<file path="config.mk">
export PLATFORM = sky130hd
export DESIGN_NAME = ict_top
export DESIGN_NICKNAME = d
export VERILOG_FILES = /design/src/ict_pkg.sv /design/src/ict_time_if.sv /design/src/ict_top.sv /design/src/ict_time_chain.sv
export VERILOG_INCLUDE_DIRS = /design/src
export SDC_FILE = /design/constraint.sdc
export NUM_CORES = 1
export LEC_CHECK = 0
export ABC_AREA = 1
export BUFFER_PORTS_ARGS = -buffer_cell sky130_fd_sc_hd__buf_2
export CAP_MARGIN = 20
export CORE_ASPECT_RATIO = 0.75
export CORE_MARGIN = 2
export CORE_UTILIZATION = 45
export DETAILED_ROUTE_END_ITERATION = 8
export GPL_TIMING_DRIVEN = 0
export HOLD_SLACK_MARGIN = 0.08
export SLEW_MARGIN = 40
export SYNTH_ARGS = -nofsm -noshare
export SYNTH_HDL_FRONTEND = slang
export SYNTH_HIERARCHICAL = 1
export SYNTH_SLANG_ARGS = --single-unit
</file>
<file path="constraint.sdc">
create_clock -name clk -period 4.8 [get_ports clk]
set_input_delay 0.24 -clock clk [delete_from_list [all_inputs] [get_ports clk]]
set_output_delay 0.24 -clock clk [all_outputs]
set_load 0.03 [all_outputs]
</file>
<file path="src/ict_defs.svh">
// Register offsets, field positions, reset values and timing counts.
`ifndef ICT_DEFS_SVH
`define ICT_DEFS_SVH

// Special-function register addresses.
`define ICT_ADDR_CTRL 8'ha1
`define ICT_ADDR_SUB 8'ha2
`define ICT_ADDR_SEC 8'ha3
`define ICT_ADDR_MIN 8'ha4
`define ICT_ADDR_HOUR 8'ha5
`define ICT_ADDR_INTERVAL_COMPARE_VALUE 8'ha6

// Control register field positions.
`define ICT_BIT_TIME_CLOCK_ENABLE 0
`define ICT_BIT_INTERVAL_COUNT_ENABLE 1
`define ICT_BIT_FLAG 2
`define ICT_BIT_STS 3
`define ICT_BIT_TB_LO 4
`define ICT_BIT_TB_HI 5

// Reset values.
`define ICT_RST_BYTE 8'h00
`define ICT_RST_TB 2'h0

// Counter limits.
`define ICT_SUB_MAX 8'h7f
`define ICT_SEC_MAX 8'h3b
`define ICT_MIN_MAX 8'h3b
`define ICT_HOUR_MAX 8'h17

// Timing: one sub-second step is 1/128 s, the clock period is 10 ns.
`define ICT_TICK_NS 7812500
`define ICT_CLK_NS 10
`define ICT_TICK_CYCLES (`ICT_TICK_NS / `ICT_CLK_NS)

`endif

</file>
<file path="src/ict_pkg.sv">
// Types shared by the interval counter and timebase modules.
package ict_pkg;

   typedef logic [7:0] ict_byte_t;

   // Interval counter state, one-hot.
   typedef enum logic [1:0]
   {
      ICT_IC_OFF = 2'b01,
      ICT_IC_RUN = 2'b10
   } ict_ic_state_t;

   // Interval timebase selection.
   typedef enum logic [1:0]
   {
      ICT_TB_SUB = 2'b00,
      ICT_TB_SEC = 2'b01,
      ICT_TB_MIN = 2'b10,
      ICT_TB_HOUR = 2'b11
   } ict_tb_t;

   // Wrapping increment shared by all time counters.
   function automatic ict_byte_t ict_step(input ict_byte_t val,
                                          input ict_byte_t max);
      if (val >= max)
      begin
         return 8'h00;
      end
      return val + 8'h01;
   endfunction : ict_step

endpackage : ict_pkg

</file>
<file path="src/ict_time_if.sv">
// Bundle between the control logic and the cascaded time counters.
`timescale 1ns/100ps
interface ict_time_if;
   import ict_pkg::*;
   logic run;
   logic clear;
   logic wr_en;
   logic [7:0] wr_sel;
   ict_byte_t wr_data;
   ict_byte_t sub;
   ict_byte_t sec;
   ict_byte_t min;
   ict_byte_t hour;
   logic step_sub;
   logic step_sec;
   logic step_min;
   logic step_hour;

   modport chain
   (
      input run, clear, wr_en, wr_sel, wr_data,
      output sub, sec, min, hour, step_sub, step_sec, step_min, step_hour
   );
   modport ctrl
   (
      output run, clear, wr_en, wr_sel, wr_data,
      input sub, sec, min, hour, step_sub, step_sec, step_min, step_hour
   );
endinterface : ict_time_if

</file>
<file path="src/ict_top.sv">
// Interval counter and real-time timebase with its register file.
// What this block does
// Interval match sets flag, requests enabled interrupt.
// Software loads compare value, zero through 255.
// Sub-second counter advances every 1/128 second.
// Sub-second wraps after 127, carries into seconds.
// Seconds wrap after 59, carry into minutes.
// Minutes wrap after 59, carry into hours.
// Hours wrap after 23, no further carry.
// Time counts hold while time clock disabled.
// Warm reset clears time only when clock disabled.
// Power-on clears all time and compare registers.
// Two-bit field picks interval counter timebase.
// Single-shot match clears enable, else counter reloads.
// Dropping interval enable stops and clears counter.
// Time writes only when stopped; disabling clears all.
// Time writes ignored while the clock runs.
`timescale 1ns/100ps
`include "ict_defs.svh"
module ict_top
   import ict_pkg::*;
#(
   parameter int unsigned TICK_CYCLES = `ICT_TICK_CYCLES
)
(
   input wire logic clk,
   input wire logic reset_n,
   input wire logic sys_reset,
   input wire logic [7:0] sfr_addr,
   input wire logic [7:0] sfr_wdata,
   input wire logic sfr_wr,
   input wire logic sfr_rd,
   output logic [7:0] sfr_rdata,
   input wire logic interrupt_enable_priority_two,
   output logic interval_irq
);

   ict_time_if tif ();

   ict_time_chain #(
      .TICK_CYCLES(TICK_CYCLES)
   ) u_chain (
      .clk(clk),
      .reset_n(reset_n),
      .tif(tif)
   );

   logic time_clock_enable_q, time_clock_enable_d;
   logic interval_count_enable_q, interval_count_enable_d;
   logic sts_q, sts_d;
   logic flag_q, flag_d;
   ict_tb_t tb_q, tb_d;
   ict_byte_t interval_compare_value_q, interval_compare_value_d;
   ict_byte_t cnt_q, cnt_d;
   ict_ic_state_t st_q, st_d;
   ict_byte_t rdata_q, rdata_d;
   logic irq_q, irq_d;
   logic wr_ctrl;
   logic wr_interval_compare_value;
   logic wr_time;
   logic tb_step;
   logic ic_match;
   ict_byte_t cnt_nxt;

   // Address decode of the register writes.
   assign wr_ctrl = sfr_wr && (sfr_addr == `ICT_ADDR_CTRL);
   assign wr_interval_compare_value = sfr_wr && (sfr_addr == `ICT_ADDR_INTERVAL_COMPARE_VALUE);
   assign wr_time = sfr_wr && (sfr_addr >= `ICT_ADDR_SUB)
      && (sfr_addr <= `ICT_ADDR_HOUR);

   // Selected counter step clocks the interval counter.
   always_comb
   begin
      case (tb_q)
         ICT_TB_SUB: tb_step = tif.step_sub;
         ICT_TB_SEC: tb_step = tif.step_sec;
         ICT_TB_MIN: tb_step = tif.step_min;
         ICT_TB_HOUR: tb_step = tif.step_hour;
         default: tb_step = 1'b0;
      endcase
   end

   // Control register, compare value and interval counter next state.
   always_comb
   begin
      time_clock_enable_d = time_clock_enable_q;
      interval_count_enable_d = interval_count_enable_q;
      sts_d = sts_q;
      flag_d = flag_q;
      tb_d = tb_q;
      interval_compare_value_d = interval_compare_value_q;
      cnt_d = cnt_q;
      st_d = st_q;
      ic_match = 1'b0;
      cnt_nxt = cnt_q + 8'h01;
      if (sys_reset)
      begin
         // The clock enable survives a warm reset when set.
         time_clock_enable_d = time_clock_enable_q;
         interval_count_enable_d = 1'b0;
         sts_d = 1'b0;
         flag_d = 1'b0;
         tb_d = ICT_TB_SUB;
         interval_compare_value_d = `ICT_RST_BYTE;
         cnt_d = `ICT_RST_BYTE;
         st_d = ICT_IC_OFF;
      end
      else
      begin
         if (wr_ctrl)
         begin
            time_clock_enable_d = sfr_wdata[`ICT_BIT_TIME_CLOCK_ENABLE];
            interval_count_enable_d = sfr_wdata[`ICT_BIT_INTERVAL_COUNT_ENABLE];
            sts_d = sfr_wdata[`ICT_BIT_STS];
            flag_d = sfr_wdata[`ICT_BIT_FLAG];
            tb_d = ict_tb_t'(sfr_wdata[`ICT_BIT_TB_HI:`ICT_BIT_TB_LO]);
         end
         if (wr_interval_compare_value)
         begin
            interval_compare_value_d = sfr_wdata;
         end
         case (st_q)
            ICT_IC_OFF:
            begin
               // A disabled counter sits at zero.
               cnt_d = `ICT_RST_BYTE;
            end
            ICT_IC_RUN:
            begin
               if (tb_step)
               begin
                  if (cnt_nxt == interval_compare_value_q)
                  begin
                     ic_match = 1'b1;
                     cnt_d = `ICT_RST_BYTE;
                  end
                  else
                  begin
                     cnt_d = cnt_nxt;
                  end
               end
            end
            default: cnt_d = `ICT_RST_BYTE;
         endcase
         if (ic_match)
         begin
            // A match outranks a clearing write in the same cycle.
            flag_d = 1'b1;
            if (sts_q)
            begin
               interval_count_enable_d = 1'b0;
            end
         end
         st_d = interval_count_enable_d ? ICT_IC_RUN : ICT_IC_OFF;
         if (!interval_count_enable_d)
         begin
            cnt_d = `ICT_RST_BYTE;
         end
      end
   end

   // Power-on clears every register, the clock enable included.
   always_ff @(posedge clk or negedge reset_n)
   begin
      if (!reset_n)
      begin
         time_clock_enable_q <= 1'b0;
         interval_count_enable_q <= 1'b0;
         sts_q <= 1'b0;
         flag_q <= 1'b0;
         tb_q <= ICT_TB_SUB;
         interval_compare_value_q <= `ICT_RST_BYTE;
         cnt_q <= `ICT_RST_BYTE;
         st_q <= ICT_IC_OFF;
      end
      else
      begin
         time_clock_enable_q <= time_clock_enable_d;
         interval_count_enable_q <= interval_count_enable_d;
         sts_q <= sts_d;
         flag_q <= flag_d;
         tb_q <= tb_d;
         interval_compare_value_q <= interval_compare_value_d;
         cnt_q <= cnt_d;
         st_q <= st_d;
      end
   end

   // Time chain control. Disabling the clock clears the chain once, so
   // software may then load a fresh time while it stays stopped.
   assign tif.run = time_clock_enable_q;
   assign tif.clear = (sys_reset && !time_clock_enable_q) || (time_clock_enable_q && !time_clock_enable_d);
   assign tif.wr_en = wr_time && !time_clock_enable_q && !sys_reset;
   assign tif.wr_sel = sfr_addr;
   assign tif.wr_data = sfr_wdata;

   // Read data and interrupt request, both registered.
   always_comb
   begin
      rdata_d = rdata_q;
      irq_d = flag_q && interrupt_enable_priority_two;
      if (sfr_rd)
      begin
         case (sfr_addr)
            `ICT_ADDR_CTRL: rdata_d = {2'b00, tb_q, sts_q, flag_q, interval_count_enable_q,
               time_clock_enable_q};
            `ICT_ADDR_SUB: rdata_d = tif.sub;
            `ICT_ADDR_SEC: rdata_d = tif.sec;
            `ICT_ADDR_MIN: rdata_d = tif.min;
            `ICT_ADDR_HOUR: rdata_d = tif.hour;
            `ICT_ADDR_INTERVAL_COMPARE_VALUE: rdata_d = interval_compare_value_q;
            default: rdata_d = 8'h00;
         endcase
      end
   end

   // Output flops.
   always_ff @(posedge clk or negedge reset_n)
   begin
      if (!reset_n)
      begin
         rdata_q <= 8'h00;
         irq_q <= 1'b0;
      end
      else
      begin
         rdata_q <= rdata_d;
         irq_q <= irq_d;
      end
   end

   assign sfr_rdata = rdata_q;
   assign interval_irq = irq_q;

   // A match raises the flag and, when enabled, the request. The request
   // follows the enable as it stood one edge after the match.
   AST_MATCH_FLAG: assert property (
      @(posedge clk) disable iff (!reset_n)
      ic_match |=> flag_q ##1
      interval_irq == $past(interrupt_enable_priority_two))
      else $error("Interval match did not raise flag or interrupt.");
   AST_IRQ_GATE: assert property (
      @(posedge clk) disable iff (!reset_n)
      !interrupt_enable_priority_two |=> !interval_irq)
      else $error("Interrupt raised while its enable was low.");
   AST_INTERVAL_COMPARE_VALUE_LOAD: assert property (
      @(posedge clk) disable iff (!reset_n)
      wr_interval_compare_value && !sys_reset |=> interval_compare_value_q == $past(sfr_wdata))
      else $error("Compare value not loaded by write.");
   AST_HOLD_STOPPED: assert property (
      @(posedge clk) disable iff (!reset_n)
      !time_clock_enable_q && !tif.wr_en && !tif.clear |=> $stable(tif.sub)
      && $stable(tif.hour))
      else $error("Time counts moved while the clock was disabled.");
   // A seconds step may still fall on the reset cycle of a running clock.
   AST_WARM_KEEP: assert property (
      @(posedge clk) disable iff (!reset_n)
      sys_reset && time_clock_enable_q && !tif.step_sec |=> time_clock_enable_q
      && tif.sec == $past(tif.sec))
      else $error("Warm reset disturbed a running clock.");
   AST_WARM_CLEAR: assert property (
      @(posedge clk) disable iff (!reset_n)
      sys_reset && !time_clock_enable_q |=> tif.sub == 8'h00 && tif.min == 8'h00
      && interval_compare_value_q == 8'h00)
      else $error("Warm reset with clock disabled left a value.");
   AST_WARM_CTRL: assert property (
      @(posedge clk) disable iff (!reset_n)
      sys_reset |=> !interval_count_enable_q && !flag_q && interval_compare_value_q == 8'h00)
      else $error("Warm reset left interval state set.");
   // A control write may legally clear the counter, so it is left out.
   AST_TB_SELECT: assert property (
      @(posedge clk) disable iff (!reset_n)
      st_q == ICT_IC_RUN && tb_q == ICT_TB_SEC && !tif.step_sec
      && !sys_reset && !wr_ctrl |=> cnt_q == $past(cnt_q))
      else $error("Interval counter stepped without its timebase.");
   AST_SINGLE_SHOT: assert property (
      @(posedge clk) disable iff (!reset_n)
      ic_match && sts_q |=> !interval_count_enable_q ##1 cnt_q == 8'h00)
      else $error("Single-shot match did not stop the counter.");
   AST_RELOAD: assert property (
      @(posedge clk) disable iff (!reset_n)
      ic_match && !sts_q && !wr_ctrl |=> interval_count_enable_q && cnt_q == 8'h00)
      else $error("Periodic match did not reload the counter.");
   AST_IC_CLEARED: assert property (
      @(posedge clk) disable iff (!reset_n)
      !interval_count_enable_q |-> cnt_q == 8'h00)
      else $error("Interval counter not zero while disabled.");
   AST_OFF_NO_MATCH: assert property (
      @(posedge clk) disable iff (!reset_n)
      st_q == ICT_IC_OFF |-> !ic_match)
      else $error("Disabled interval counter produced a match.");
   AST_DISABLE_CLEAR: assert property (
      @(posedge clk) disable iff (!reset_n)
      time_clock_enable_q && !time_clock_enable_d |=> tif.sub == 8'h00 && tif.sec == 8'h00
      && tif.min == 8'h00 && tif.hour == 8'h00)
      else $error("Disabling the clock did not clear the time.");
   AST_RUN_WRITE: assert property (
      @(posedge clk) disable iff (!reset_n)
      time_clock_enable_q && wr_time && !tif.step_sub |=> $stable(tif.sub)
      && $stable(tif.min))
      else $error("Time write took effect while running.");

endmodule : ict_top

</file>
<file path="src/ict_time_chain.sv">
// Prescaler and cascaded sub-second, second, minute and hour counters.
`timescale 1ns/100ps
`include "ict_defs.svh"
module ict_time_chain
   import ict_pkg::*;
#(
   parameter int unsigned TICK_CYCLES = `ICT_TICK_CYCLES
)
(
   input wire logic clk,
   input wire logic reset_n,
   ict_time_if.chain tif
);

   logic [19:0] pre_q;
   logic [19:0] pre_d;
   ict_byte_t sub_q, sub_d, sec_q, sec_d, min_q, min_d, hour_q, hour_d;
   logic st_sub, st_sec, st_min, st_hour;

   // Step pulses ripple down the chain in the same cycle as the tick.
   always_comb
   begin
      pre_d = pre_q;
      sub_d = sub_q;
      sec_d = sec_q;
      min_d = min_q;
      hour_d = hour_q;
      st_sub = 1'b0;
      st_sec = 1'b0;
      st_min = 1'b0;
      st_hour = 1'b0;
      if (tif.clear)
      begin
         // Prescaler and all counts return to zero.
         pre_d = 20'h00000;
         sub_d = `ICT_RST_BYTE;
         sec_d = `ICT_RST_BYTE;
         min_d = `ICT_RST_BYTE;
         hour_d = `ICT_RST_BYTE;
      end
      else if (tif.run)
      begin
         // Counting only while the time clock is enabled.
         if (pre_q >= 20'(TICK_CYCLES - 1))
         begin
            pre_d = 20'h00000;
            st_sub = 1'b1;
         end
         else
         begin
            pre_d = pre_q + 20'h00001;
         end
         if (st_sub)
         begin
            sub_d = ict_step(sub_q, `ICT_SUB_MAX);
            st_sec = (sub_q == `ICT_SUB_MAX);
         end
         if (st_sec)
         begin
            sec_d = ict_step(sec_q, `ICT_SEC_MAX);
            st_min = (sec_q == `ICT_SEC_MAX);
         end
         if (st_min)
         begin
            min_d = ict_step(min_q, `ICT_MIN_MAX);
            st_hour = (min_q == `ICT_MIN_MAX);
         end
         if (st_hour)
         begin
            hour_d = ict_step(hour_q, `ICT_HOUR_MAX);
         end
      end
      else if (tif.wr_en)
      begin
         // Software loads the time only while stopped.
         case (tif.wr_sel)
            `ICT_ADDR_SUB: sub_d = tif.wr_data;
            `ICT_ADDR_SEC: sec_d = tif.wr_data;
            `ICT_ADDR_MIN: min_d = tif.wr_data;
            `ICT_ADDR_HOUR: hour_d = tif.wr_data;
            default: sub_d = sub_q;
         endcase
      end
   end

   // Power-on clears everything regardless of the enable.
   always_ff @(posedge clk or negedge reset_n)
   begin
      if (!reset_n)
      begin
         pre_q <= 20'h00000;
         sub_q <= `ICT_RST_BYTE;
         sec_q <= `ICT_RST_BYTE;
         min_q <= `ICT_RST_BYTE;
         hour_q <= `ICT_RST_BYTE;
      end
      else
      begin
         pre_q <= pre_d;
         sub_q <= sub_d;
         sec_q <= sec_d;
         min_q <= min_d;
         hour_q <= hour_d;
      end
   end

   assign tif.sub = sub_q;
   assign tif.sec = sec_q;
   assign tif.min = min_q;
   assign tif.hour = hour_q;
   assign tif.step_sub = st_sub;
   assign tif.step_sec = st_sec;
   assign tif.step_min = st_min;
   assign tif.step_hour = st_hour;

   // Wrap checks on each stage of the cascade and an advance check on the sub-second stage.
   AST_SUB_WRAP: assert property (
      @(posedge clk) disable iff (!reset_n)
      st_sub && !tif.clear && sub_q == `ICT_SUB_MAX |=> sub_q == 8'h00
      && sec_q == ict_step($past(sec_q), `ICT_SEC_MAX))
      else $error("Sub-second wrap did not carry into seconds.");
   AST_SUB_ADV: assert property (
      @(posedge clk) disable iff (!reset_n)
      st_sub && sub_q < `ICT_SUB_MAX |=> sub_q == $past(sub_q) + 8'h01)
      else $error("Sub-second counter did not advance on tick.");
   AST_SEC_WRAP: assert property (
      @(posedge clk) disable iff (!reset_n)
      st_sec && sec_q == `ICT_SEC_MAX |=> sec_q == 8'h00)
      else $error("Seconds did not wrap after 59.");
   AST_MIN_WRAP: assert property (
      @(posedge clk) disable iff (!reset_n)
      st_min && min_q == `ICT_MIN_MAX |=> min_q == 8'h00)
      else $error("Minutes did not wrap after 59.");
   AST_HOUR_WRAP: assert property (
      @(posedge clk) disable iff (!reset_n)
      st_hour && hour_q == `ICT_HOUR_MAX |=> hour_q == 8'h00)
      else $error("Hours did not wrap after 23.");

endmodule : ict_time_chain

</file>
==> impl_metrics.toml <==
[timing]
slew_violations = 0
fmax_mhz = 292
slew_headroom = 0.410
worstMarginPinSlew_ns = 0.875
fin_tns_setup_ns = 0
rsz0062_at_grt = "no"
fin_skew_ns = 0.00589
setup_viol = 0
hold_viol = 0
period_share = 0.713
fin_crit_ns = 3.42

[synthesis]
synth-seq-area-share = 0.373
synth_ff_type = "dfrtp_1"
syn_nets = 842
synth.distinct_cells = 53
postSynth.asyncResetShare = 1.00
synth-edff-count = 0
ys_ff_latch = 84
yosys_warnings = 6
synthesis.area_um2 = 5640
syn_inst = 812
syn_avg_cell_area_um2 = 6.94

[die]
dieArea_um2 = 13400
io_pins = 31
die_h_um = 101
fp.dieW_um = 133
start_util = 0.460
coreArea_um2 = 12300
rows = 35

[worst_setup_path]
critPathRequiredTime_ns = 5.03
crit_path_start_kind = "input port"
path_max_fanout = 10
crit_path_end_kind = "flop"
crit_type = "in2reg"
worstPathArrival_ns = 3.65

[detailed_routing]
drt_iter0_markers = 734
first_pass_iters = 6
top_layer_used = "met4"
vias_per_cell = 5.41
wl_met2_um = 6590
route.detailed.drc = 0
routedWlPerCell_um = 16.2
finalWirelength_um = 16600
vias = 5549
wl_met3_um = 1250
m1WireLength_um = 8520
ant_nets = 0

[global_routing]
overflow = 0
grt_pass1_wl_um = 27200
grt_util_all_layers = 0.261
antenna_found_initial = 0
grt_pass1_vias = 5176
grt_max_degree = 54

[job]
maxCapViolations = 0

[power]
power.density_nw_per_um2 = 267
power_leakage_nw = 3.02
ir_drop_v = 0.000179
switching_share = 0.267
power_frac_comb = 0.114
p_switching_mw = 0.453
p_seq_frac = 0.453
cell_internal_pwr_mw = 1.25
p_clk_frac = 0.434
p_total_mw = 1.70

[clock_network]
cts_buffers = 9
cts_max_path_buffers = 2
worstSkewPairLatency_ns = 0.35
cts.clk_slew.worst_paths_ns = 0.06
h-tree-depth = 3
cts-root-buf = "clkbuf_16"
numClockSinks = 84
post_cts_buffers = 0
tritoncts = "yes"

[placement]
dp_cells = 1009
place.detailed.hpwl_um = 12700
portBuffers = 30
place_congestion = 0.931

[cells_and_area]
syn_to_final_growth_pct = 12.9
fin_cells = 1025
diodes = 0
finalNetCount = 885
final_common_cell = "nand2_1"
fillers = 1213
layout_common_cells = "nand2_1, inv_1, nand3_1"
drive_above_1_share = 0.116

[worst_hold_path]
hp-class = "in2reg"

[outcome]
status = "complete, no violations"
[registers in the layout, summed over array words and instances, names as in the netlist]
name                      count
u_chain/tif.sec               8
u_chain/tif.sub               8
tb_q                          2
st_q                          1
cnt_q                         8
tif.run                       1
u_chain/pre_q                20
interval_compare_value_q      8
interval_irq                  1
u_chain/tif.hour              8
sts_q                         1
flag_q                        1
interval_count_enable_q       1
sfr_rdata                     8
u_chain/tif.min               8
[cell families after synthesis]
family                   after synthesis  synth area share
buffers and inverters                130            0.0921
AND/OR/NAND/NOR                      454             0.367
adder cells (fa/ha/maj)                8            0.0178
AO/OA/AOI/OAI                        116             0.119
XOR/XNOR                              20            0.0311
flip-flops                            84             0.373
[worst max-delay path, stage by stage]
cell and delay [ns]:
buf_2 0.11, inv_1 0.07, nand4_1 0.19, inv_1 0.14, nand2_1 0.07, inv_2 0.14, nand2_2 0.11, inv_2 0.08
nand2_2 0.09, o21ai_0 0.27, a21oi_1 0.25, nor2_4 0.27, inv_2 0.12, nor3b_1 0.22, nand2_1 0.07, o211ai_1 0.09
nand2_1 0.12, nor2_1 0.53, nand4_2 0.21, nand2_4 0.18, nor2_1 0.07
[Yosys cell counts (all sizes together), types with 3 or more instances]
cell | instances | share of area
nand3 | 92 | 0.088
nor2 | 90 | 0.067
a21oi | 29 | 0.026
clkbuf | 3 | 0.0020
o22ai | 16 | 0.019
buf | 7 | 0.0093
nor3 | 13 | 0.014
o21a | 3 | 0.0040
nand4 | 16 | 0.019
dfrtp | 83 | 0.37
ha | 8 | 0.018
o211ai | 3 | 0.0040
o21ai | 48 | 0.043
a31oi | 8 | 0.0089
inv | 118 | 0.079
xor2 | 19 | 0.030
nand2 | 237 | 0.17
[timing repair]
item | CTS | global route
hold buffers | 1 | 0
resized for setup | 0 | 0
endpoints found under the hold margin | 31 | 0
[path summary, 6_finish.rpt]
| kind | end | depth (start not counted) | startpoint | slack (ns) |
|---|---|---|---|---|
| min reg2reg | u_chain/tif.hour[5] | 2 | u_chain/tif.hour[5] | 0.51 |
| max reg2reg | cnt_q[2] | 14 | u_chain/tif.sub[0] | 1.82 |
| min in group asynchronous | u_chain/pre_q[6] | 2 | reset_n | 0.34 |
| max | cnt_q[2] | 21 | sfr_addr[6] | 1.38 |
| max in group asynchronous | st_q[0] | 3 | reset_n | 3.83 |
| min | interval_irq | 3 | interrupt_enable_priority_two | 0.09 |
[power groups by stage]
stage               Sequential (mW)  Clock [mW]  Combinational (mW)
floorplan                     0.778           0               0.109
global placement              0.779           0               0.182
detailed placement            0.781           0               0.188
CTS                           0.768       0.750               0.191
global route                  0.772       0.784               0.216
finish                        0.769       0.737               0.193
[area by class of cell]
type / instances / area [µm²] / share of cell area
well taps: 166 / 208 / 0.0326
clock inverters: 5 / 77.6 / 0.0122
plain buffers: 10 / 63.8 / 0.0100
multi-input cells: 598 / 3030 / 0.477
inverters: 120 / 455 / 0.0716
flip-flops and latches: 84 / 2100 / 0.331
repair buffers: 32 / 194 / 0.0305
clock buffers: 10 / 229 / 0.0360
[per-stage QoR]
stage / hold WS (ns) / setup slack, ns / area (µm²) / utilization
after floorplan: -0.0556 / 2.02 / 5640 / -
after global placement: 0.430 / 1.19 / 5990 / 0.489
after detailed placement: 0.142 / 1.09 / 6040 / 0.492
after CTS: 0.0868 / 1.43 / 6350 / 0.518
after global routing: 0.0991 / 0.975 / 6360 / 0.519
final: 0.0907 / 1.38 / 6360 / 0.519
[metal layers]
metal,vias up,GRT usage
li1,2729,-
met1,2611,0.404
met2,190,0.371
met3,19,0.0553
met4,0,0.0556
met5,-,0
No activity file was read; power rests on OpenSTA's default activity.
